**src/inc/aws_pkg.sv**
```systemverilog
// Overview of operation
// RULE1: deviation over threshold sets bit 0 if warning
// RULE2: bit 1 follows any setting parameter out of range
// RULE3: out-of-range setting number goes to number register
// RULE4: bit 2 follows fixed error, number recorded
// RULE5: bit 3 follows drive warning, code readable
// RULE6: bit 4 set while command code unusable
// RULE7: overtravel inputs set bits 6, 7 when disabled
// RULE8: bit 8 when servo-on asked but not reached
// RULE9: bit 9 follows link error, clears itself
// RULE10: setting numbers plain, fixed numbers plus 1000
// RULE11: unassigned warning bits always read zero
package aws_pkg;

    // ------------------------------------------------------------
    // register indices (byte address is four times the index)
    // ------------------------------------------------------------
    localparam logic [7:0]  IDX_OVER_RANGE_NUM  = 8'h01;
    localparam logic [7:0]  IDX_WARNING_WORD    = 8'h02;
    localparam logic [7:0]  IDX_DRIVE_CODE      = 8'h2D;
    localparam logic [7:0]  IDX_RUN_COMMAND     = 8'h40;
    localparam logic [7:0]  IDX_MODE_ONE        = 8'h41;
    localparam logic [7:0]  IDX_MOTION_CMD      = 8'h48;
    localparam logic [7:0]  IDX_DEV_THRESHOLD   = 8'h62;

    // ------------------------------------------------------------
    // field positions
    // ------------------------------------------------------------
    localparam int          BIT_DEV_WARN        = 0;
    localparam int          BIT_SET_PARAM       = 1;
    localparam int          BIT_FIX_PARAM       = 2;
    localparam int          BIT_DRIVE_WARN      = 3;
    localparam int          BIT_CMD_ERR         = 4;
    localparam int          BIT_OT_POS          = 6;
    localparam int          BIT_OT_NEG          = 7;
    localparam int          BIT_SERVO_NOT_ON    = 8;
    localparam int          BIT_COMM_ERR        = 9;
    localparam int          RUN_SERVO_ON_BIT    = 0;
    localparam int          MODE_DEV_LEVEL_BIT  = 8;

    // ------------------------------------------------------------
    // reset values and encodings
    // ------------------------------------------------------------
    localparam logic [15:0] RST_WORD16          = 16'h0000;
    localparam logic [31:0] RST_WORD32          = 32'h0000_0000;
    localparam logic [31:0] RST_THRESHOLD       = 32'h7FFF_FFFF;
    localparam logic [15:0] FIXED_NUM_OFFSET    = 16'h03E8;
    localparam logic [7:0]  CMD_LAST_VALID      = 8'h28;

    // ------------------------------------------------------------
    // carriers
    // ------------------------------------------------------------
    typedef struct packed {
        logic [9:0]  addr;
        logic [31:0] wdata;
        logic        wr;
        logic        rd;
    } aws_bus_req_s;

    typedef struct packed {
        logic        warn;
        logic [15:0] warn_code;
        logic        servo_on;
        logic        comm_err;
    } aws_drive_s;

    typedef struct packed {
        logic        set_bad;
        logic [9:0]  set_num;
        logic        fix_bad;
        logic [9:0]  fix_num;
    } aws_param_chk_s;

endpackage : aws_pkg

```
**src/rtl/aws_top.sv**
```systemverilog
module aws_top
#(
    parameter logic [7:0] CMD_LAST = aws_pkg::CMD_LAST_VALID
)
(
    input  wire logic                   core_clk,
    input  wire logic                   rst_b,
    input  wire aws_pkg::aws_bus_req_s  bus_req,
    output logic [31:0]                 rd_data,
    input  wire logic signed [31:0]     following_error,
    input  wire aws_pkg::aws_drive_s    drive,
    input  wire aws_pkg::aws_param_chk_s param_chk,
    input  wire logic                   ot_disable,
    input  wire logic                   ot_pos_pin,
    input  wire logic                   ot_neg_pin,
    output logic [31:0]                 warning_word,
    output logic                        servo_on_cmd,
    output logic [15:0]                 motion_cmd_code
);

    // ------------------------------------------------------------
    // elaboration check
    // ------------------------------------------------------------
    if (CMD_LAST == 8'h00)
    begin : g_bad_cmd
        $error("aws_top needs at least two usable command codes");
    end

    // ------------------------------------------------------------
    // state
    // ------------------------------------------------------------
    logic [31:0] warn_ff;
    logic [31:0] nxt_warn;
    logic [15:0] orp_num_ff;
    logic [15:0] nxt_orp_num;
    logic [15:0] drv_code_ff;
    logic [15:0] nxt_drv_code;
    logic [15:0] run_cmd_ff;
    logic [15:0] nxt_run_cmd;
    logic [15:0] mode_one_ff;
    logic [15:0] nxt_mode_one;
    logic [15:0] cmd_ff;
    logic [15:0] nxt_cmd;
    logic [31:0] thr_ff;
    logic [31:0] nxt_thr;
    logic [31:0] rd_data_ff;
    logic [31:0] nxt_rd_data;
    logic [1:0]  ot_sync;
    logic [31:0] abs_err;
    logic        dev_over;
    logic        cmd_bad;
    logic [7:0]  bus_idx;
    logic        bus_aligned;

    // ------------------------------------------------------------
    // overtravel pins come from outside, so synchronise them
    // ------------------------------------------------------------
    aws_sync #(
        .WIDTH    (2)
    ) u_ot_sync (
        .core_clk (core_clk),
        .rst_b    (rst_b),
        .async_in ({ot_neg_pin, ot_pos_pin}),
        .sync_out (ot_sync)
    );

    // ------------------------------------------------------------
    // condition detection
    // ------------------------------------------------------------
    // magnitude compare; the most negative value keeps its bit pattern, which is its exact magnitude as unsigned
    always_comb
    begin
        abs_err  = following_error[31] ? (32'h0000_0000 - following_error) : following_error;
        dev_over = (abs_err > thr_ff); // RULE1
        cmd_bad  = (cmd_ff[15:8] != 8'h00) || (cmd_ff[7:0] > CMD_LAST); // RULE6
    end

    // warning word rebuilt every cycle, so clear conditions fall away
    always_comb
    begin
        nxt_warn = 32'h0000_0000; // RULE11
        nxt_warn[aws_pkg::BIT_DEV_WARN] = dev_over
            && mode_one_ff[aws_pkg::MODE_DEV_LEVEL_BIT]; // RULE1
        nxt_warn[aws_pkg::BIT_SET_PARAM] = param_chk.set_bad; // RULE2
        nxt_warn[aws_pkg::BIT_FIX_PARAM] = param_chk.fix_bad; // RULE4
        nxt_warn[aws_pkg::BIT_DRIVE_WARN] = drive.warn; // RULE5
        nxt_warn[aws_pkg::BIT_CMD_ERR] = cmd_bad; // RULE6
        nxt_warn[aws_pkg::BIT_OT_POS] = ot_disable && ot_sync[0]; // RULE7
        nxt_warn[aws_pkg::BIT_OT_NEG] = ot_disable && ot_sync[1]; // RULE7
        nxt_warn[aws_pkg::BIT_SERVO_NOT_ON] = run_cmd_ff[aws_pkg::RUN_SERVO_ON_BIT]
            && !drive.servo_on; // RULE8
        nxt_warn[aws_pkg::BIT_COMM_ERR] = drive.comm_err; // RULE9
    end

    // parameter number: setting errors take priority, last value held
    always_comb
    begin
        nxt_orp_num = orp_num_ff;
        if (param_chk.set_bad)
        begin
            nxt_orp_num = {6'h00, param_chk.set_num}; // RULE3 RULE10
        end
        else if (param_chk.fix_bad)
        begin
            nxt_orp_num = {6'h00, param_chk.fix_num} + aws_pkg::FIXED_NUM_OFFSET; // RULE4 RULE10
        end
        nxt_drv_code = drive.warn ? drive.warn_code : drv_code_ff; // RULE5
    end

    // ------------------------------------------------------------
    // register bus slave
    // ------------------------------------------------------------
    assign bus_idx     = bus_req.addr[9:2];
    assign bus_aligned = (bus_req.addr[1:0] == 2'b00);

    // writes; read-only indices ignore writes
    always_comb
    begin
        nxt_run_cmd  = run_cmd_ff;
        nxt_mode_one = mode_one_ff;
        nxt_cmd      = cmd_ff;
        nxt_thr      = thr_ff;
        if (bus_req.wr && bus_aligned)
        begin
            unique case (bus_idx)
                aws_pkg::IDX_RUN_COMMAND:   nxt_run_cmd  = bus_req.wdata[15:0];
                aws_pkg::IDX_MODE_ONE:      nxt_mode_one = bus_req.wdata[15:0];
                aws_pkg::IDX_MOTION_CMD:    nxt_cmd      = bus_req.wdata[15:0];
                aws_pkg::IDX_DEV_THRESHOLD: nxt_thr      = bus_req.wdata;
                default:                    nxt_thr      = thr_ff;
            endcase
        end
    end

    // read data stand only in the cycle after the strobe
    always_comb
    begin
        nxt_rd_data = 32'h0000_0000;
        if (bus_req.rd && bus_aligned)
        begin
            unique case (bus_idx)
                aws_pkg::IDX_WARNING_WORD:   nxt_rd_data = warn_ff;
                aws_pkg::IDX_OVER_RANGE_NUM: nxt_rd_data = {16'h0000, orp_num_ff};
                aws_pkg::IDX_DRIVE_CODE:     nxt_rd_data = {16'h0000, drv_code_ff};
                aws_pkg::IDX_RUN_COMMAND:    nxt_rd_data = {16'h0000, run_cmd_ff};
                aws_pkg::IDX_MODE_ONE:       nxt_rd_data = {16'h0000, mode_one_ff};
                aws_pkg::IDX_MOTION_CMD:     nxt_rd_data = {16'h0000, cmd_ff};
                aws_pkg::IDX_DEV_THRESHOLD:  nxt_rd_data = thr_ff;
                default:                     nxt_rd_data = 32'h0000_0000;
            endcase
        end
    end

    // ------------------------------------------------------------
    // registers
    // ------------------------------------------------------------
    always_ff @(posedge core_clk)
    begin
        if (!rst_b)
        begin
            warn_ff     <= aws_pkg::RST_WORD32;
            orp_num_ff  <= aws_pkg::RST_WORD16;
            drv_code_ff <= aws_pkg::RST_WORD16;
            run_cmd_ff  <= aws_pkg::RST_WORD16;
            mode_one_ff <= aws_pkg::RST_WORD16;
            cmd_ff      <= aws_pkg::RST_WORD16;
            thr_ff      <= aws_pkg::RST_THRESHOLD;
            rd_data_ff  <= aws_pkg::RST_WORD32;
        end
        else
        begin
            warn_ff     <= nxt_warn;
            orp_num_ff  <= nxt_orp_num;
            drv_code_ff <= nxt_drv_code;
            run_cmd_ff  <= nxt_run_cmd;
            mode_one_ff <= nxt_mode_one;
            cmd_ff      <= nxt_cmd;
            thr_ff      <= nxt_thr;
            rd_data_ff  <= nxt_rd_data;
        end
    end

    assign rd_data         = rd_data_ff;
    assign warning_word    = warn_ff;
    assign servo_on_cmd    = run_cmd_ff[aws_pkg::RUN_SERVO_ON_BIT];
    assign motion_cmd_code = cmd_ff;

    // ------------------------------------------------------------
    // checks
    // ------------------------------------------------------------
    a_dev_warn_set: assert property (@(posedge core_clk) disable iff (!rst_b) // RULE1
        (dev_over && mode_one_ff[aws_pkg::MODE_DEV_LEVEL_BIT]) |=> warn_ff[0])
        else $error("deviation warning missing");

    a_dev_alarm_mode: assert property (@(posedge core_clk) disable iff (!rst_b) // RULE1
        !mode_one_ff[aws_pkg::MODE_DEV_LEVEL_BIT] |=> !warn_ff[0])
        else $error("deviation warning set in alarm mode");

    a_set_param_bit: assert property (@(posedge core_clk) disable iff (!rst_b) // RULE2
        ##1 warn_ff[1] == $past(param_chk.set_bad))
        else $error("setting error bit wrong");

    a_set_param_num: assert property (@(posedge core_clk) disable iff (!rst_b) // RULE3
        param_chk.set_bad |=> orp_num_ff == {6'h00, $past(param_chk.set_num)})
        else $error("setting parameter number wrong");

    a_fix_param_num: assert property (@(posedge core_clk) disable iff (!rst_b) // RULE4
        (param_chk.fix_bad && !param_chk.set_bad) |=>
        (warn_ff[2] && orp_num_ff == {6'h00, $past(param_chk.fix_num)} + 16'h03E8))
        else $error("fixed parameter number wrong");

    a_drive_warn: assert property (@(posedge core_clk) disable iff (!rst_b) // RULE5
        drive.warn |=> (warn_ff[3] && drv_code_ff == $past(drive.warn_code)))
        else $error("drive warning not captured");

    a_cmd_error: assert property (@(posedge core_clk) disable iff (!rst_b) // RULE6
        (bus_req.wr && bus_req.addr == 10'h120 && bus_req.wdata[15:0] > 16'h0028)
        |=> ##1 warn_ff[4])
        else $error("bad command not flagged");

    a_ot_pos_pin: assert property (@(posedge core_clk) disable iff (!rst_b) // RULE7
        (ot_disable && ot_sync[0]) |=> warn_ff[6])
        else $error("positive overtravel bit missing");

    a_ot_enabled: assert property (@(posedge core_clk) disable iff (!rst_b) // RULE7
        !ot_disable |=> (!warn_ff[6] && !warn_ff[7]))
        else $error("overtravel bits set while handled");

    a_servo_not_on: assert property (@(posedge core_clk) disable iff (!rst_b) // RULE8
        (servo_on_cmd && !drive.servo_on) |=> warn_ff[8])
        else $error("servo not on bit missing");

    a_comm_recover: assert property (@(posedge core_clk) disable iff (!rst_b) // RULE9
        (drive.comm_err ##1 !drive.comm_err) |=> !warn_ff[9])
        else $error("link error bit did not clear");

    a_unused_zero: assert property (@(posedge core_clk) disable iff (!rst_b) // RULE11
        (warn_ff[5] == 1'b0) && (warn_ff[31:10] == 22'h000000))
        else $error("unassigned warning bit set");

    a_read_warn: assert property (@(posedge core_clk) disable iff (!rst_b)
        (bus_req.rd && bus_req.addr == 10'h008) |=> rd_data == $past(warn_ff))
        else $error("warning read data wrong");

endmodule : aws_top

```
**src/rtl/aws_sync.sv**
```systemverilog
module aws_sync
#(
    parameter int WIDTH = 2
)
(
    input  wire logic             core_clk,
    input  wire logic             rst_b,
    input  wire logic [WIDTH-1:0] async_in,
    output logic      [WIDTH-1:0] sync_out
);

    // ------------------------------------------------------------
    // elaboration check
    // ------------------------------------------------------------
    if (WIDTH < 1)
    begin : g_bad_width
        $error("aws_sync needs at least one bit");
    end

    // ------------------------------------------------------------
    // two-stage synchroniser per bit
    // ------------------------------------------------------------
    for (genvar i = 0; i < WIDTH; i++)
    begin : g_bit
        logic meta_ff;
        logic sync_ff;
        logic nxt_meta;
        logic nxt_sync;

        // first stage feeds only the second stage
        always_comb
        begin
            nxt_meta = async_in[i];
            nxt_sync = meta_ff;
        end

        always_ff @(posedge core_clk)
        begin
            if (!rst_b)
            begin
                meta_ff <= 1'b0;
                sync_ff <= 1'b0;
            end
            else
            begin
                meta_ff <= nxt_meta;
                sync_ff <= nxt_sync;
            end
        end

        assign sync_out[i] = sync_ff;
    end

endmodule : aws_sync

```
**config.mk**
```make
export PLATFORM = sky130hd
export DESIGN_NAME = aws_top
export DESIGN_NICKNAME = d
export VERILOG_FILES = /design/src/inc/aws_pkg.sv /design/src/rtl/aws_top.sv /design/src/rtl/aws_sync.sv
export SDC_FILE = /design/constraint.sdc
export NUM_CORES = 1
export LEC_CHECK = 0
export BUFFER_PORTS_ARGS = -buffer_cell sky130_fd_sc_hd__clkbuf_2
export CORE_ASPECT_RATIO = 1.4
export CORE_MARGIN = 5
export CORE_UTILIZATION = 57
export DETAILED_ROUTE_END_ITERATION = 6
export PLACE_DENSITY = 0.94
export SYNTH_ARGS = -nofsm -noshare
export SYNTH_HDL_FRONTEND = slang
export SYNTH_SLANG_ARGS = --single-unit
export TNS_END_PERCENT = 5
```
**constraint.sdc**
```tcl
create_clock -name core_clk -period 7.4 [get_ports core_clk]
set_input_delay 0.74 -clock core_clk [delete_from_list [all_inputs] [get_ports core_clk]]
set_output_delay 0.74 -clock core_clk [all_outputs]
set_load 0.01 [all_outputs]
```
* After elaboration in Yosys (flattened, before gate mapping) *
Cells that the tools add are included.
Widths: inputs -> output; s select.

word-level totals
  register bits = 175
  bits in latches = 0
  memory bits (writable) = 0
  memory bits (read-only) = 0
  output and inout bits = 81
  logic and storage cells = 47
  memories kept = 0

operators by class
  $add $sub $neg = 2
  multipliers = 0
  div/mod/pow operators = 0
  magnitude comparators = 2
  equality and inequality tests = 7
  shift operators = 0
  multiplexer cells = 4
  bitwise gates (word level) = 1
  reduce and logical (&&, ||, !) cells = 17

operators by type and width
  operator                count
  $pmux 32 s7             1
  $eq 8x7->1 const B      4
  $gt 32x32->1            1
  $mux 32                 1
  $sub 1x32->32 const A   1
  $mux 10                 2
  $add 10x10->11 const B  1
  $reduce_and 2->1        5
  $eq 8x1->1 const B      1
  $eq 8x2->1 const B      1
  $eq 8x6->1 const B      1
  $gt 8x6->1 const B      1
  $reduce_bool 8->1       1
  $logic_and 1x1->1       6
  $logic_not 2->1         1
  $reduce_bool 2->1       1
  $reduce_or 2->1         1
  $logic_not 1->1         1
  $logic_or 1x1->1        1
  $not 1->1               1

* Longest topological paths before layout *
Gate-level depths: netlist (run 1).

  depth in word-level cells = 4
  depth in mapped cells = 13
  gate-level depth less buffers = 13

* By module *
A second synthesis (run 1) with hierarchy kept.

unflattened totals
  cells, all modules = 866
  area, all modules = 7392.1 um^2

by module, submodules not included
  module    times used  cells an instance  area each (um^2)
  aws_top   1           856                7272.0
  aws_sync  1           10                 120.1

* Worst setup path before layout (run 1) *
OpenSTA, ideal clock, no wires.

  path kind = input-to-reg
  start = in following_error[15]
  end = reg warn_ff[0], in the netlist warning_word[0]
  arrival time = 3.270 ns
  data required time = 7.275 ns
  slack = 4.005 ns
  stages on the path = 11
  buffers on the path = 0
  path through = or4_4 nor4_1 nand2_1 o31ai_1 xnor2_1 ha_1 nand4_1 nor2_1 a221o_1 a211oi_1 a21oi_1

on the way
  cells in the longest elaborated chain, start to end = 4

ends and longest elaborated chain
  element               RTL line        source
  from (decl)           aws_top.sv:10   input wire logic signed [31:0] following_error,
  $sub 1x32->32         aws_top.sv:73   abs_err = following_error[31] ? (32'h0000_0000 - following_error) : following_error;
  $mux 32 *             aws_top.sv:73
  $gt 32x32->1 *        aws_top.sv:74   dev_over = (abs_err > thr_ff);
  $logic_and 1x1->1 *   aws_top.sv:83   && mode_one_ff[aws_pkg::MODE_DEV_LEVEL_BIT];
  to (signal assigned)  aws_top.sv:161  warn_ff <= aws_pkg::RST_WORD32;
  to (signal assigned)  aws_top.sv:172  warn_ff <= nxt_warn;
  to (decl)             aws_top.sv:32   logic [31:0] warn_ff;

Every way passes the cells marked *; elsewhere a longest branch is shown, timed or not.
A chain may end at the register's enable or synchronous reset.

* Worst setup path after layout (run 1) *
  start = in following_error[13]
  end = reg warn_ff[0], in the netlist warning_word[0]

Same word-level chain as after synthesis.

==> results of run 1 <==
-- worst max-delay path by stage --
stage | depth (start not counted) | startpoint | slack, ns | endpoint
detailed placement | 12 | following_error[13] | 3.59 | warning_word[0]$_SDFF_PN0_
global placement | 12 | following_error[15] | 3.68 | warning_word[0]$_SDFF_PN0_
CTS | 12 | following_error[13] | 4.02 | warning_word[0]$_SDFF_PN0_
finish | 12 | following_error[13] | 4.01 | warning_word[0]$_SDFF_PN0_
global route | 12 | following_error[13] | 3.74 | warning_word[0]$_SDFF_PN0_
floorplan | 11 | following_error[15] | 4.01 | warning_word[0]$_SDFF_PN0_
-- registers in the layout, summed over array words and instances, names as in the netlist, 9 cells and up --
| name | flops |
|---|---|
| drv_code_ff | 16 |
| mode_one_ff | 16 |
| motion_cmd_code | 16 |
| orp_num_ff | 11 |
| rd_data | 32 |
| run_cmd_ff | 16 |
| thr_ff | 32 |
| warning_word | 9 |
-- routing by layer --
layer  global-route usage  share of wire
met1                0.323           0.36
met2                0.502           0.49
met3               0.0782           0.10
met4                0.153          0.049
met5                    0              0
-- cell type report --
class	count	area, sq um	area share
clock buffers	21	480	0.0552
repair buffers	185	941	0.108
flip-flops and latches	152	3040	0.349
well taps	153	191	0.0220
multi-input cells	622	3830	0.440
clock inverters	9	90.1	0.0103
inverters	35	131	0.0151
-- synthesized netlist by cell type (7+ instances only) --
master	count	share of area
xnor2_1	34	0.041
o211ai_1	31	0.032
dfxtp_1	152	0.42
o21ai_0	17	0.012
a222oi_1	16	0.022
nand3_1	26	0.018
ha_1	34	0.058
and2_1	28	0.024
a22oi_1	21	0.022
nand2_1	145	0.074
buf_4	27	0.028
nor3_1	8	0.0055
nand4_1	7	0.0060
o31ai_1	10	0.010
clkbuf_1	33	0.017
a21oi_1	79	0.054
a31oi_1	12	0.010
mux2i_1	23	0.031
nor2_1	44	0.023
inv_1	34	0.017
-- logic make-up (layout without fill, tap and decap cells) --
kind of cell | Yosys count | after routing | synth area share
mux | 23 | 23 | 0.0314
compound gates | 206 | 206 | 0.184
buf+inv | 108 | 250 | 0.0744
other cells | 1 | 23 | 0.000512
simple gates | 302 | 302 | 0.196
xor+xnor | 34 | 34 | 0.0406
fa+ha+maj | 34 | 34 | 0.0580
flops | 152 | 152 | 0.415
-- where the power goes --
part	total, mW	internal (mW)	leakage [nW]	switching (mW)
clock network	0.837	0.496	0.278	0.341
logic	0.158	0.0649	2.29	0.0929
registers	0.839	0.830	1.23	0.00831
total	1.83	1.39	3.80	0.442
-- through the flow --
stage               hold WS [ns]   util  setup WS (ns)
floorplan                  0.412      -           4.01
global placement           0.413  0.638           3.68
detailed placement         0.432  0.638           3.59
CTS                        0.445  0.683           4.02
global route               0.457  0.683           3.74
finish                     0.446  0.683           4.01
==> flow_summary_export.csv, run 1 <==
group,metric,value,unit
finish,final_cells,1177,
min_path,worstHoldEndpoint,"warning_word[7]$_SDFF_PN0_",
clocking,ctsLongestPathBuffers,2,
route,final_antenna_net_count,0,
min_path,min_delay_path_depth,1,
synthesis,synth_seq_area_share,0.415,
min_path,hold_path.startpoint,"u_ot_sync.g_bit[1].sync_ff$_SDFF_PN0_",
clocking,cts_htree_levels,4,
place,port-buffer-count,179,
grt,number_of_global_route_vias_before_repair,6800,
route,detail_route.first_pass.iterations,7,
synthesis,synth_seq_cells,152,
pwr,vdd_drop_max,0.143,mV
synthesis,syn-cell-area,7330,sq um
clocking,hold_buffers,0,
synthesis,fraction_of_synthesis_flops_using_an_asynchronous_set_or_reset_pin,0,
outcome,run_status,"finished clean",
setup_path,worst-r2r-cell-count,7,
route,detail_route.iter0.violations,514,
job,maxCapViolCount,0,
synthesis,synth_cell_type_count,56,
sta,setup_violations,0,
min_path,hold_class,"register to register",
setup_path,required_time_of_the_worst_setup_path,7.70,ns
pwr,leakage,3.80,nW
place,place.gp.congestion,0.968,
grt,grt_start_max_net_pins,70,
setup_path,crit_path_start_kind,"input port",
place,dpl_cell_area,8140,sq um
clocking,root_cell_of_the_clock_tree,"clkbuf_16",
sta,max_clock_freq,295,MHz
floorplan,die_h,144,um
setup_path,end_kind,"register",
floorplan,full_die_area,15300,sq um
setup_path,peak_fanout_along_the_critical_path,4,
sta,fin_tns_setup,0,ns
finish,commonest_non_fill_non_tap_cell_in_the_layout,"clkbuf_2",
sta,hold_viol,0,
place,placed_cells,1147,
setup_path,critical_path_buf_inv_count,1,
floorplan,floorplan.initialDensity,0.575,
setup_path,crit_arrival,3.69,ns
finish,final_layout_size_suffix_gt1_frac,0.226,
place,place.detailed.hpwl,16.1,mm
setup_path,regToRegEndpoint,"warning_word[0]$_SDFF_PN0_",
sta,worstMarginPinSlew,1.04,ns
sta,max-slew-margin-rel,0.308,
clocking,cts_inserted_buffers,17,
grt,grt_first_pass_wirelength,34.8,mm
route,number_of_design_rule_violations_left_after_detail_routing,0,
grt,initial_antenna_violation_count,0,
grt,grt-ovfl-total,0,
finish,design_area,8710,sq um
finish,layout-area-overhead-vs-synth,18.8,%
sta,layout_min_cycle_time,3.39,ns
pwr,power.density_cell_area,211,nW/um^2
setup_path,critical_path_class,"input port to register",
setup_path,crit_path_top_delay_cell,"or4_4",
sta,clock-skew-final,0.00948,ns
clocking,cts_repair_resize_count,0,
finish,nFillCells,1005,
pwr,p_total,1.83,mW
setup_path,critical_path.reg2reg.startpoint,"thr_ff[14]$_SDFFE_PN1P_",
floorplan,placeableCoreArea,12800,sq um
clocking,tritoncts,"yes",
finish,most-common-layout-cells,"179 x clkbuf_2, 152 x dfxtp_1, 145 x nand2_1, 79 x a21oi_1, 44 x nor2_1",
clocking,worst_setup_hold_path_clk_slew,0.06,ns
grt,grtUsageTotal,0.288,
clocking,buffers_inserted_during_post_cts_setup_optimization,0,
setup_path,critPathMaxStageDelay,0.54,ns
route,via_per_inst,6.00,
synthesis,synth_enable_flop_cells,0,
route,routed_wl,22.2,mm
sta,timing.final.max_slew_violations,0,
floorplan,boundaryPins,203,
synthesis,syn_area_per_cell,8.52,sq um
setup_path,timing.critical_path.cells,"clkbuf_2, or4_4, nor4_1, nand2_1, o31ai_1, xnor2_1, ha_1, nand4_1, nor4_1, nand3_1, nand3_1, a21oi_1",
route,wl_per_cell,18.8,um
synthesis,synth-warning-count,0,
setup_path,cp_top_family,"simple AND/OR/NAND/NOR gates",
clocking,cts_num_sinks,152,
floorplan,chipWidth,106,um
synthesis,postSynth.topFlopCell,"dfxtp_1",
setup_path,reg2reg_setup_slack,5.59,ns
floorplan,placementRows,49,
finish,number_of_diodes_added_for_antenna_fixing,0,
clocking,clock_insertion_delay_worst_skew,0.43,ns
route,vias,7065,
synthesis,postSynthCellCount,860,
sta,period_share,0.458,
finish,final_net_count,1169,
sta,rsz0062_at_grt,"no",
Note: power is estimated with default switching activity, not from simulation.
==> inputs of run 2 (changes only) <==
Settings changed: CORE_UTILIZATION 57 to 53, PLACE_DENSITY 0.94 to 0.89.
Clock period 7.4 ns to 3.4 ns, I/O delays scaled along.
==> flow_summary_export.csv, run 2 (synthesis results as in run 1) <==
group,metric,value,unit
outcome,run_status,"finished clean",
finish,final_layout_size_suffix_gt1_frac,0.230,
clocking,clock_insertion_delay_worst_skew,0.42,ns
pwr,power.density_cell_area,449,nW/um^2
sta,clock-skew-final,0.00607,ns
setup_path,required_time_of_the_worst_setup_path,3.75,ns
job,maxCapViolCount,0,
route,final_antenna_net_count,0,
pwr,vdd_drop_max,0.273,mV
setup_path,crit_arrival,3.33,ns
setup_path,crit_path_top_delay_cell,"or3b_2",
sta,period_share,0.878,
grt,initial_antenna_violation_count,0,
sta,timing.final.max_slew_violations,0,
sta,max_clock_freq,335,MHz
sta,rsz0062_at_grt,"no",
clocking,cts_htree_levels,4,
setup_path,critPathMaxStageDelay,0.52,ns
route,detail_route.iter0.violations,611,
floorplan,chipWidth,109,um
sta,setup_violations,0,
sta,hold_viol,0,
setup_path,timing.critical_path.cells,"clkbuf_2, inv_1, ha_1, or3b_2, or3_1, o31ai_1, xnor2_1, ha_1, nand4_1, nor4_1, a21boi_0, o31ai_1, a21oi_1",
route,via_per_inst,5.77,
sta,hold_ws,0.108,ns
sta,fin_tns_setup,0,ns
grt,grt_first_pass_wirelength,34.3,mm
clocking,cts_inserted_buffers,17,
clocking,cts_num_sinks,152,
finish,final_net_count,1176,
place,port-buffer-count,179,
setup_path,crit_path_start_kind,"input port",
finish,commonest_non_fill_non_tap_cell_in_the_layout,"clkbuf_2",
finish,number_of_diodes_added_for_antenna_fixing,0,
route,wl_per_cell,18.0,um
floorplan,placeableCoreArea,13500,sq um
clocking,root_cell_of_the_clock_tree,"clkbuf_16",
grt,grt-ovfl-total,0,
clocking,buffers_inserted_during_post_cts_setup_optimization,0,
clocking,hold_buffers,0,
floorplan,boundaryPins,203,
clocking,worst_setup_hold_path_clk_slew,0.06,ns
sta,max-slew-margin-rel,0.466,
sta,layout_min_cycle_time,2.98,ns
route,number_of_design_rule_violations_left_after_detail_routing,0,
place,place.detailed.hpwl,16.7,mm
pwr,p_total,3.96,mW
grt,grtUsageTotal,0.269,
pwr,leakage,3.85,nW
route,detail_route.first_pass.iterations,5,
setup_path,end_kind,"register",
route,vias,7016,
clocking,ctsLongestPathBuffers,2,
floorplan,floorplan.initialDensity,0.545,
clocking,tritoncts,"yes",
setup_path,critical_path_class,"input port to register",
route,routed_wl,21.8,mm
grt,number_of_global_route_vias_before_repair,6720,
finish,layout-area-overhead-vs-synth,20.3,%
finish,most-common-layout-cells,"179 x clkbuf_2, 152 x dfxtp_1, 145 x nand2_1, 79 x a21oi_1, 44 x nor2_1",
floorplan,die_h,149,um
min_path,hold_class,"input port to register",
floorplan,full_die_area,16300,sq um
place,place.gp.congestion,0.913,
clocking,cts_repair_resize_count,0,
sta,worstMarginPinSlew,0.781,ns
grt,grt_start_max_net_pins,63,
setup_path,peak_fanout_along_the_critical_path,5,
floorplan,placementRows,50,
-- run 2: changes by cell type in the layout (fill, tap and decap cells not counted), sizes merged --
cell	delta
buf	+7
clkbuf	-1
clkinv	+1
inv	+2
-- run 2: critical path, delay by kind of cell --
family                     cells  cell delay, ns
and+or+nand+nor                4            1.43
AOI/OAI and AO/OA              4            0.75
adders and majority gates      2            0.49
xor gates and xnor gates       1            0.13
buffers and inverters          2            0.20
-- run 2: per-layer routing --
layer | track usage | vias to the layer above | share of wire
li1 | - | 3317 | -
met5 | 0 | - | 0
met2 | 0.472 | 394 | 0.50
met4 | 0.111 | 0 | 0.035
met3 | 0.0632 | 57 | 0.093
met1 | 0.309 | 3248 | 0.37
-- run 2: where the power goes --
part	leakage, nW	internal [mW]	switching (mW)
clock network	0.273	1.04	0.757
logic	2.34	0.144	0.199
registers	1.23	1.81	0.0175
total	3.85	2.99	0.973
-- run 2: path summary, 6_finish.rpt --
path	from	end	slack, ns	cells after the start
worst max-delay path	following_error[0]	warning_word[0]$_SDFF_PN0_	0.42	13
worst min-delay path	drive[1]	warning_word[8]$_SDFF_PN0_	0.11	2
worst max register to register	thr_ff[11]$_SDFFE_PN1P_	warning_word[0]$_SDFF_PN0_	1.52	7
worst min register to register	u_ot_sync.g_bit[0].meta_ff$_SDFF_PN0_	u_ot_sync.g_bit[0].sync_ff$_SDFF_PN0_	0.44	1
-- run 2: final cells by class --
cell class,instances,area [sq um]
well taps,182,228
inverters,35,131
repair buffers,192,1020
clock inverters,12,119
fillers,1106,4630
multi-input cells,622,3830
flip-flops and latches,152,3040
clock buffers,20,447
-- run 2: stage by stage --
step / setup WS [ns] / cells / util / cell area (sq um)
2_1_floorplan: 0.405 / 882 / - / 7410
3_3_place_gp: 0.0335 / 1183 / 0.614 / 8250
3_5_place_dp: -0.00263 / 1183 / 0.614 / 8250
4_1_cts: 0.434 / 1215 / 0.656 / 8820
5_1_grt: 0.128 / 1215 / 0.656 / 8820
6_report: 0.416 / 1215 / 0.656 / 8820
==> inputs of run 3 (changes only) <==
Settings changed: CORE_ASPECT_RATIO 1.4 to 1.5.
Clock period 3.4 ns to 3.23 ns, I/O delays scaled along.
==> flow_summary_export.csv, run 3 (synthesis results as in run 1) <==
group,metric,value,unit
setup_path,regToRegEndpoint,"warning_word[0]$_SDFF_PN0_",
sta,rsz0062_at_grt,"no",
sta,hold_ws,0.0898,ns
setup_path,end_kind,"register",
min_path,hold_class,"input port to register",
clocking,root_cell_of_the_clock_tree,"clkbuf_16",
grt,grt_start_max_net_pins,50,
floorplan,full_die_area,16300,sq um
grt,grt.met1_usage,0.296,
floorplan,die_h,154,um
pwr,power.density_cell_area,484,nW/um^2
clocking,cts_inserted_buffers,17,
sta,clock-skew-final,0.00578,ns
sta,setup_violations,0,
place,worst_slack_at_placement,-0.0707,ns
setup_path,critical_path.reg2reg.startpoint,"thr_ff[11]$_SDFFE_PN1P_",
sta,timing.final.max_slew_violations,0,
pwr,leakage,3.93,nW
setup_path,critPathMaxStageDelay,0.56,ns
grt,grtUsageMet2,0.482,
clocking,tritoncts,"yes",
clocking,worst_setup_hold_path_clk_slew,0.06,ns
setup_path,crit_path_start_kind,"input port",
setup_path,crit_path_start,"following_error[15]",
sta,max_clock_freq,347,MHz
route,detail_route.first_pass.iterations,7,
finish,final_layout_size_suffix_gt1_frac,0.243,
clocking,ctsLongestPathBuffers,2,
grt,grtUsageTotal,0.269,
sta,period_share,0.893,
grt,number_of_global_route_vias_before_repair,6923,
route,final_antenna_net_count,0,
grt,grt.busiest_layer,"met2",
floorplan,placementRows,52,
setup_path,cp_top_family,"simple AND/OR/NAND/NOR gates",
route,routed_wl,22.3,mm
job,maxCapViolCount,0,
grt,use_met3,0.0692,
floorplan,boundaryPins,203,
finish,commonest_non_fill_non_tap_cell_in_the_layout,"clkbuf_2",
pwr,vdd_drop_max,0.289,mV
finish,layout-area-overhead-vs-synth,21.5,%
route,number_of_design_rule_violations_left_after_detail_routing,0,
floorplan,chipWidth,106,um
sta,max-slew-margin-rel,0.413,
place,port-buffer-count,179,
finish,most-common-layout-cells,"179 x clkbuf_2, 152 x dfxtp_1, 145 x nand2_1, 79 x a21oi_1, 44 x nor2_1",
sta,fin_tns_setup,0,ns
setup_path,cp-endpoint,"warning_word[0]$_SDFF_PN0_",
setup_path,critical_path_buf_inv_count,1,
sta,hold_viol,0,
place,place.gp.congestion,0.926,
grt,initial_antenna_violation_count,0,
clocking,buffers_inserted_during_post_cts_setup_optimization,0,
floorplan,placeableCoreArea,13500,sq um
clocking,cts_num_sinks,152,
setup_path,peak_fanout_along_the_critical_path,4,
sta,pnr_worst_setup_slack,0.344,ns
place,place.detailed.hpwl,16.8,mm
finish,number_of_diodes_added_for_antenna_fixing,0,
setup_path,worst-path-stages,12,
route,wl_per_cell,18.5,um
setup_path,timing.critical_path.cells,"clkbuf_2, or4_4, nor4_1, nand2_1, o31ai_1, xnor2_1, ha_1, nand4_1, nor4_1, nand3_1, nand3_1, a21oi_1",
setup_path,required_time_of_the_worst_setup_path,3.53,ns
finish,final_net_count,1190,
setup_path,crit_path_top_delay_cell,"or4_4",
sta,worstMarginPinSlew,0.879,ns
clocking,hold_buffers,0,
setup_path,crit_arrival,3.19,ns
grt,grt_first_pass_wirelength,35.2,mm
setup_path,worst-r2r-cell-count,8,
outcome,run_status,"finished clean",
clocking,clock_insertion_delay_worst_skew,0.43,ns
finish,utilization,0.658,
min_path,min_delay_path_depth,2,
pwr,p_total,4.31,mW
route,detail_route.iter0.violations,488,
setup_path,reg2reg_setup_slack,1.39,ns
grt,grt-ovfl-total,0,
floorplan,floorplan.initialDensity,0.542,
route,via_per_inst,5.87,
clocking,cts_repair_resize_count,0,
setup_path,critical_path_class,"input port to register",
route,vias,7102,
sta,layout_min_cycle_time,2.89,ns
clocking,cts_htree_levels,4,
==> run 3: cell types whose count changed in the layout (fill, tap and decap cells not counted) <==
cell	delta
buf_12	-2
buf_4	+16
bufinv_16	+1
clkbuf_1	-2
clkinv_4	-1
inv_8	+2
==> run 3: power by group <==
part	internal (mW)	leakage, nW	switching (mW)
Clock	1.18	0.293	0.842
Combinational	0.157	2.40	0.216
Sequential	1.90	1.23	0.0173
==> run 3: how the worst min path moves through the flow <==
stage                                                from  slack, ns                                     to
floorplan                                        drive[1]       0.40             warning_word[8]$_SDFF_PN0_
global route                                     drive[1]       0.08             warning_word[8]$_SDFF_PN0_
global placement    u_ot_sync.g_bit[1].meta_ff$_SDFF_PN0_       0.42  u_ot_sync.g_bit[1].sync_ff$_SDFF_PN0_
CTS                                              drive[1]       0.09             warning_word[8]$_SDFF_PN0_
detailed placement  u_ot_sync.g_bit[0].meta_ff$_SDFF_PN0_       0.43  u_ot_sync.g_bit[0].sync_ff$_SDFF_PN0_
finish                                           drive[1]       0.09             warning_word[8]$_SDFF_PN0_
==> run 3: routing by layer <==
metal	wire, um	vias up
met1	7960	3261
met3	2230	81
met5	0	-
met4	969	0
li1	-	3345
met2	11200	415
==> run 3: through the flow <==
| step | cells | area [sq um] |
|---|---|---|
| global route | 1209 | 8910 |
| floorplan | 882 | 7410 |
| global placement | 1177 | 8310 |
| finish | 1209 | 8910 |
| CTS | 1209 | 8910 |
| detailed placement | 1177 | 8310 |
==> run 3: final cells by class <==
class | instances | area [sq um]
fillers | 1097 | 4620
repair buffers | 206 | 1100
inverters | 35 | 131
well taps | 162 | 203
flip-flops and latches | 152 | 3040
clock buffers | 18 | 439
clock inverters | 14 | 163
multi-input cells | 622 | 3830
